## config.mk

```make
export PLATFORM = sky130hd
export DESIGN_NAME = cold_load_supervisor
export DESIGN_NICKNAME = d
export VERILOG_FILES = /design/src/design/cold_load_pkg.sv /design/src/design/tick_timer.sv /design/src/design/pin_sync.sv /design/src/design/cold_load_supervisor.sv
export SDC_FILE = /design/constraint.sdc
export NUM_CORES = 1
export LEC_CHECK = 0
export BUFFER_PORTS_ARGS = -buffer_cell sky130_fd_sc_hd__buf_2
export CORE_ASPECT_RATIO = 1.4
export CORE_MARGIN = 1
export CORE_UTILIZATION = 30
export CTS_CLUSTER_SIZE = 8
export DETAILED_ROUTE_END_ITERATION = 16
export PLACE_DENSITY = 0.46
export SLEW_MARGIN = 20
export SYNTH_ARGS = -nofsm -noshare
export SYNTH_HDL_FRONTEND = slang
export SYNTH_HIERARCHICAL = 1
export SYNTH_SLANG_ARGS = --single-unit
```

## constraint.sdc

```tcl
create_clock -name CLK_IN -period 4.1 [get_ports CLK_IN]
set_input_delay 0.615 -clock CLK_IN [delete_from_list [all_inputs] [get_ports CLK_IN]]
set_output_delay 0.615 -clock CLK_IN [all_outputs]
set_load 0.02 [all_outputs]
```

## src/design/cold_load_pkg.sv

```systemverilog
package cold_load_pkg;
  localparam int TICK_WIDTH  = 16;
  localparam int CUR_WIDTH   = 16;
  localparam logic [1:0] MODE_BREAKER = 2'h0;
  localparam logic [1:0] MODE_UNDER   = 2'h1;
  localparam logic [1:0] MODE_AND     = 2'h2;
  localparam logic [1:0] MODE_OR      = 2'h3;
  localparam logic [1:0] BLOCK_EXT    = 2'h1;
  localparam logic [1:0] BLOCK_INT    = 2'h2;
  localparam logic [TICK_WIDTH-1:0] TICKS_ZERO = 16'h0000;
  // Drop-off ratio 9/10 of the inrush threshold
  localparam int DROP_NUM = 9;
  localparam int DROP_DEN = 10;
  typedef enum logic [2:0] {
    ST_WARM    = 3'b000,
    ST_LOADOFF = 3'b001,
    ST_COLD    = 3'b010,
    ST_INRUSH  = 3'b011,
    ST_SETTLE  = 3'b100
  } state_type;
endpackage : cold_load_pkg

```

## src/design/tick_timer.sv

```systemverilog
`timescale 1ns/1ps
module tick_timer
  import cold_load_pkg::*;
(
  input  wire logic                  clk_in,
  input  wire logic                  reset_in,
  input  wire logic                  enable_in,
  input  wire logic                  run_in,
  input  wire logic                  tick_in,
  input  wire logic [TICK_WIDTH-1:0] limit_in,
  output logic                       done_out
);
  import cold_load_pkg::*;
  logic [TICK_WIDTH-1:0] count;
  logic [TICK_WIDTH-1:0] next_count;
  logic                  next_done;

  // Restarts from zero whenever run drops
  always_comb begin
    next_count = count;
    next_done  = done_out;
    if (!run_in) begin
      next_count = TICKS_ZERO;
      next_done  = 1'b0;
    end else if (count >= limit_in) begin
      next_done = 1'b1;
    end else if (tick_in) begin
      next_count = count + 16'h0001;
    end
  end

  always_ff @(posedge clk_in or posedge reset_in) begin
    if (reset_in) begin
      count    <= TICKS_ZERO;
      done_out <= 1'b0;
    end else if (enable_in) begin
      count    <= next_count;
      done_out <= next_done;
    end
  end
endmodule : tick_timer

```

## src/design/pin_sync.sv

```systemverilog
`timescale 1ns/1ps
module pin_sync (
  input  wire logic clk_in,
  input  wire logic reset_in,
  input  wire logic enable_in,
  input  wire logic pin_in,
  output logic      level_out
);
  logic stage1;
  logic stage2;
  logic stage3;
  logic next_level;

  // Change accepted once the last two stages agree
  always_comb begin
    next_level = level_out;
    if (stage2 == stage3) begin
      next_level = stage3;
    end
  end

  always_ff @(posedge clk_in or posedge reset_in) begin
    if (reset_in) begin
      stage1    <= 1'b0;
      stage2    <= 1'b0;
      stage3    <= 1'b0;
      level_out <= 1'b0;
    end else if (enable_in) begin
      stage1    <= pin_in;
      stage2    <= stage1;
      stage3    <= stage2;
      level_out <= next_level;
    end
  end
endmodule : pin_sync

```

## src/design/cold_load_supervisor.sv

```systemverilog
`timescale 1ns/1ps
module cold_load_supervisor
  import cold_load_pkg::*;
(
  input  wire logic                  CLK_IN,
  input  wire logic                  RESET_IN,
  input  wire logic                  CLK_EN_IN,
  input  wire logic                  TICK_IN,
  input  wire logic [1:0]            DETECT_MODE_IN,
  input  wire logic                  BREAKER_OPEN_IN,
  input  wire logic                  UNDERCURRENT_IN,
  input  wire logic [CUR_WIDTH-1:0]  LOAD_CURRENT_IN,
  input  wire logic [CUR_WIDTH-1:0]  INRUSH_THRESHOLD_IN,
  input  wire logic                  AUTO_RECLOSE_RUNNING_IN,
  input  wire logic [1:0]            BLOCK_SELECT_IN,
  input  wire logic                  EXT_BLOCK_IN,
  input  wire logic                  INT_BLOCK_IN,
  input  wire logic [TICK_WIDTH-1:0] LOAD_OFF_TICKS_IN,
  input  wire logic [TICK_WIDTH-1:0] SETTLE_TICKS_IN,
  input  wire logic [TICK_WIDTH-1:0] MAX_BLOCK_TICKS_IN,
  output logic                       COLD_LOAD_ACTIVE_FLAG_OUT,
  output logic                       COLD_DETECTED_OUT,
  output logic                       INRUSH_OUT,
  output logic                       BLOCKED_OUT
);
  import cold_load_pkg::*;

  // Drop level as integer math, no divider
  function automatic logic above_drop(input logic [CUR_WIDTH-1:0] cur,
                                      input logic [CUR_WIDTH-1:0] thr);
    logic [CUR_WIDTH+3:0] lhs;
    logic [CUR_WIDTH+3:0] rhs;
    lhs = 20'(cur) * 20'(DROP_DEN);
    rhs = 20'(thr) * 20'(DROP_NUM);
    return lhs > rhs;
  endfunction : above_drop

  logic breaker_open_sync;
  logic ext_block_sync;

  pin_sync u_sync_breaker (
    .clk_in    (CLK_IN),
    .reset_in  (RESET_IN),
    .enable_in (CLK_EN_IN),
    .pin_in    (BREAKER_OPEN_IN),
    .level_out (breaker_open_sync)
  );

  pin_sync u_sync_block (
    .clk_in    (CLK_IN),
    .reset_in  (RESET_IN),
    .enable_in (CLK_EN_IN),
    .pin_in    (EXT_BLOCK_IN),
    .level_out (ext_block_sync)
  );

  state_type state;
  state_type next_state;
  logic      cold;
  logic      blocked;
  logic      over_thr;
  logic      over_drop;
  logic      loadoff_done;
  logic      settle_done;
  logic      maxblk_done;
  logic      maxblk_run;
  logic      next_maxblk_run;
  logic      next_flag;
  logic      next_inrush;

  // Undercurrent comparator is same-clock logic, used directly
  always_comb begin
    unique case (DETECT_MODE_IN)
      MODE_BREAKER: cold = breaker_open_sync;
      MODE_UNDER:   cold = UNDERCURRENT_IN;
      MODE_AND:     cold = breaker_open_sync & UNDERCURRENT_IN;
      MODE_OR:      cold = breaker_open_sync | UNDERCURRENT_IN;
    endcase
  end

  assign blocked = ((BLOCK_SELECT_IN & BLOCK_EXT) != 2'h0 && ext_block_sync)
                 | ((BLOCK_SELECT_IN & BLOCK_INT) != 2'h0 && INT_BLOCK_IN)
                 | AUTO_RECLOSE_RUNNING_IN;
  assign over_thr  = LOAD_CURRENT_IN > INRUSH_THRESHOLD_IN;
  assign over_drop = above_drop(LOAD_CURRENT_IN, INRUSH_THRESHOLD_IN);

  tick_timer u_loadoff (
    .clk_in    (CLK_IN),
    .reset_in  (RESET_IN),
    .enable_in (CLK_EN_IN),
    .run_in    (state == ST_LOADOFF),
    .tick_in   (TICK_IN),
    .limit_in  (LOAD_OFF_TICKS_IN),
    .done_out  (loadoff_done)
  );

  // Settle restarts whenever current climbs back above the drop level
  tick_timer u_settle (
    .clk_in    (CLK_IN),
    .reset_in  (RESET_IN),
    .enable_in (CLK_EN_IN),
    .run_in    (state == ST_SETTLE && !over_drop),
    .tick_in   (TICK_IN),
    .limit_in  (SETTLE_TICKS_IN),
    .done_out  (settle_done)
  );

  tick_timer u_maxblk (
    .clk_in    (CLK_IN),
    .reset_in  (RESET_IN),
    .enable_in (CLK_EN_IN),
    .run_in    (maxblk_run),
    .tick_in   (TICK_IN),
    .limit_in  (MAX_BLOCK_TICKS_IN),
    .done_out  (maxblk_done)
  );

  always_comb begin
    next_state      = state;
    next_maxblk_run = maxblk_run;
    if (blocked) begin
      next_state      = ST_WARM;
      next_maxblk_run = 1'b0;
    end else begin
      unique case (state)
        ST_WARM: begin
          if (cold) begin
            next_state = ST_LOADOFF;
          end
        end
        ST_LOADOFF: begin
          if (!cold) begin
            next_state = ST_WARM;
          end else if (loadoff_done) begin
            next_state = ST_COLD;
          end
        end
        ST_COLD: begin
          if (!cold) begin
            next_state      = ST_INRUSH;
            next_maxblk_run = 1'b1;
          end
        end
        ST_INRUSH: begin
          if (cold) begin
            next_state      = ST_LOADOFF;
            next_maxblk_run = 1'b0;
          end else if (maxblk_done) begin
            next_state      = ST_WARM;
            next_maxblk_run = 1'b0;
          end else if (INRUSH_OUT && !over_drop) begin
            next_state = ST_SETTLE;
          end
        end
        ST_SETTLE: begin
          if (cold) begin
            next_state      = ST_LOADOFF;
            next_maxblk_run = 1'b0;
          end else if (settle_done || maxblk_done) begin
            next_state      = ST_WARM;
            next_maxblk_run = 1'b0;
          end
        end
        default: begin
          next_state      = ST_WARM;
          next_maxblk_run = 1'b0;
        end
      endcase
    end
  end

  // Inrush seen latch, cleared on leaving the detector states
  always_comb begin
    next_inrush = INRUSH_OUT;
    if (next_state != ST_INRUSH && next_state != ST_SETTLE) begin
      next_inrush = 1'b0;
    end else if (over_thr) begin
      next_inrush = 1'b1;
    end
    // Only a flag leaves this block, never a trip
    next_flag = (next_state == ST_COLD || next_state == ST_INRUSH
              || next_state == ST_SETTLE);
  end

  always_ff @(posedge CLK_IN or posedge RESET_IN) begin
    if (RESET_IN) begin
      state                     <= ST_WARM;
      maxblk_run                <= 1'b0;
      COLD_LOAD_ACTIVE_FLAG_OUT <= 1'b0;
      COLD_DETECTED_OUT         <= 1'b0;
      INRUSH_OUT                <= 1'b0;
      BLOCKED_OUT               <= 1'b0;
    end else if (CLK_EN_IN) begin
      state                     <= next_state;
      maxblk_run                <= next_maxblk_run;
      COLD_LOAD_ACTIVE_FLAG_OUT <= next_flag;
      COLD_DETECTED_OUT         <= cold;
      INRUSH_OUT                <= next_inrush;
      BLOCKED_OUT               <= blocked;
    end
  end
endmodule : cold_load_supervisor

```

==> impl_metrics.env <==
export IMPL_drtIter0Drc=293
export IMPL_port_buffers=96
export IMPL_finalWirelength_mm=21.6
export IMPL_finalHoldViolCount=0
export IMPL_p_per_area_nw_per_um2=269
export IMPL_final_cell_mix="123 x ha_1, 102 x inv_1, 92 x buf_2"
export IMPL_finalWorstSetupSlack_ps=-245
export IMPL_grt_pass1_vias=7152
export IMPL_cp_end_kind="flip-flop"
export IMPL_grt_ovfl_total=0
export IMPL_io_pins=97
export IMPL_numCtsBuffers=9
export IMPL_root_buffer="clkbuf_16"
export IMPL_min_period_ps=4350
export IMPL_antenna_diode_count=0
export IMPL_dieArea_um2=26300
export IMPL_synth_seq_cells=67
export IMPL_timing_fmax_mhz=230
export IMPL_worstPathArrival_ps=4620
export IMPL_gp_congestion=0.798
export IMPL_postCtsHoldBufs=0
export IMPL_status="finished with violations"
export IMPL_grt_pass1_wl_mm=35.3
export IMPL_synthFlopType="dfrtp_1"
export IMPL_fin_crit_sh_pct=106
export IMPL_fin_skew_ps=8.74
export IMPL_tightest_slew_ps=962
export IMPL_dp_slack_ps=-719
export IMPL_wl_per_cell_um=15.3
export IMPL_worstPathMaxFanout=6
export IMPL_fp_dieH_um=191
export IMPL_drv_cap=0
export IMPL_yosysUniqueCellTypes=70
export IMPL_setup_viol=15
export IMPL_peakVddDrop_mv=0.358
export IMPL_relSlewSlack_pct=35.7
export IMPL_syn_instance_count=905
export IMPL_cts_buffer_depth=2
export IMPL_violations="negative setup slack"
export IMPL_antenna_found_initial=0
export IMPL_cts_htree_levels=3
export IMPL_hp_class="in -> async"
export IMPL_slew_viol_final=0
export IMPL_async_flop_share_pct=100
export IMPL_grt_usage_pct=17.0
export IMPL_fillers=2603
export IMPL_drive_gt1_share_pct=28.7
export IMPL_nets=1322
export IMPL_avgSynthCellArea_um2=8.50
export IMPL_hold_slack_ps=226
export IMPL_path_clk_slew_ps=60
export IMPL_clkLatencyLatePin_ps=340
export IMPL_antenna_left=0
export IMPL_rsz0062_at_grt="true"
export IMPL_fin_util_pct=39.9
export IMPL_numClockSinks=67
export IMPL_via_count=7332
export IMPL_required_ps=4370
export IMPL_hpwl_mm=17.1
export IMPL_syn_area_um2=7690
export IMPL_critical_path_startpoint_type="input port"
export IMPL_criticalPathCategory="in -> reg"
export IMPL_cts_tree="yes"
export IMPL_syn2layout_area_growth_pct=31.4
export IMPL_seq_area_frac_synth_pct=21.8
export IMPL_route_detailed_drc=0
export IMPL_rows=69
export IMPL_synth_edf_count=0
export IMPL_drt_vias_per_instance=5.20
export IMPL_syn_nets=1140
export IMPL_core_area_um2=25300
export IMPL_grt_start_max_net_pins=39
export IMPL_initial_core_util_pct=30.4
export IMPL_final_common_cell="ha_1"
export IMPL_ys_warn_count=6
export IMPL_leakage_nw=4.74
export IMPL_first_pass_iters=5
export IMPL_die_w_um=137
[where the power goes]
part           switching, W  internal (W)
Clock              0.000305      0.000717
Sequential        0.0000334      0.000689
Combinational      0.000505      0.000463
[stage by stage]
step	setup TNS (ps)	power, W	cell area, um2	std cells
floorplan	-2680	0.00131	7800	905
global placement	-10290	0.00164	9190	1381
detailed placement	-11710	0.00164	9190	1381
CTS	-3310	0.00270	9780	1406
global route	-6260	0.00291	10100	1411
finish	-2030	0.00271	10100	1411
[what timing repair did]
action | in CTS | in global routing
resized for setup | 29 | 45
setup buffers | 10 | 6
gates cloned | 0 | 2
endpoints found under the setup margin | 20 | 22
pin swaps | 23 | 23
[registers in the layout, summed over array words and instances, names as in the netlist]
name                       count
u_loadoff/count               16
u_maxblk/count                16
u_settle/count                16
state                          3
BLOCKED_OUT                    1
COLD_DETECTED_OUT              1
COLD_LOAD_ACTIVE_FLAG_OUT      1
INRUSH_OUT                     1
maxblk_run                     1
u_loadoff/done_out             1
u_maxblk/done_out              1
u_settle/done_out              1
u_sync_block/level_out         1
u_sync_block/stage1            1
u_sync_block/stage2            1
u_sync_block/stage3            1
u_sync_breaker/level_out       1
u_sync_breaker/stage1          1
u_sync_breaker/stage2          1
u_sync_breaker/stage3          1
[area by class of cell]
type | instances | area, um2 | share of cell area [%]
Clock buffer | 9 | 225 | 2.23
Clock inverter | 7 | 164 | 1.62
Inverter | 104 | 390 | 3.87
Multi-Input combinational cell | 709 | 5920 | 58.7
Sequential cell | 67 | 1680 | 16.6
Tap cell | 319 | 399 | 3.95
Timing Repair Buffer | 196 | 1320 | 13.1
[worst max-delay path: stages]
cell      delay, ps
buf_6           100
ha_4            230
ha_4            160
fa_2            350
a211o_1         290
a21oi_2         210
o21ai_2         100
nand4_1         110
a31oi_2         140
a311oi_2        260
ha_1            310
a21oi_2         160
nand2_1          70
a221oi_2        270
o211ai_2        140
a21oi_2         180
buf_6           140
nand2_8          60
buf_6           170
or4_4           480
nand3_2          70
[worst paths after layout]
kind / depth (start not counted) / slack [ps] / to / from
worst max register to register: 7 / 1230 / u_settle/count[8] / u_settle/count[7]
worst max-delay path: 21 / -250 / u_settle/count[10] / INRUSH_THRESHOLD_IN[1]
min in group CLK_IN: 1 / 500 / u_sync_breaker/stage1 / u_sync_breaker/stage1
worst min register to register: 1 / 500 / u_sync_breaker/stage1 / u_sync_breaker/stage1
worst min-delay path: 2 / 230 / u_sync_block/stage2 / RESET_IN
max in group asynchronous: 2 / 3190 / u_settle/count[2] / RESET_IN
[Yosys cell counts (all sizes together), types with 17 or more instances]
library cell  count  share of area, %
a21oi            54               3.9
clkbuf           17              0.83
dfrtp            67                22
ha              140                23
inv             103               5.0
nand2            87               4.3
nand3            54               3.5
nor2             41               2.0
o211ai           56               5.7
o21ai            28               1.8
o311ai           23               2.6
or3              18               1.5
or4              36               3.5
[layer usage]
| metal | up-vias | share of wire, % | global-route usage (%) |
|---|---|---|---|
| met2 | 104 | 51 | 30.8 |
| li1 | 3770 | - | - |
| met4 | 0 | 1.5 | 4.40 |
| met1 | 3443 | 45 | 21.1 |
| met5 | - | 0 | 0 |
| met3 | 15 | 2.2 | 1.70 |
[cells by family (layout without fill, tap and decap cells)]
family                     count (synthesis)  after routing  share of synthesized area (%)
and+or+nand+nor                          300            300                           20.5
AOI/OAI and AO/OA                        241            241                           24.5
adders and majority gates                142            142                           23.3
buffers and inverters                    129            316                           6.67
DFF                                       67             67                           21.8
xor gates and xnor gates                  18             18                           2.05
muxes                                      8              8                           1.17
(Power assumes the default switching activity.)
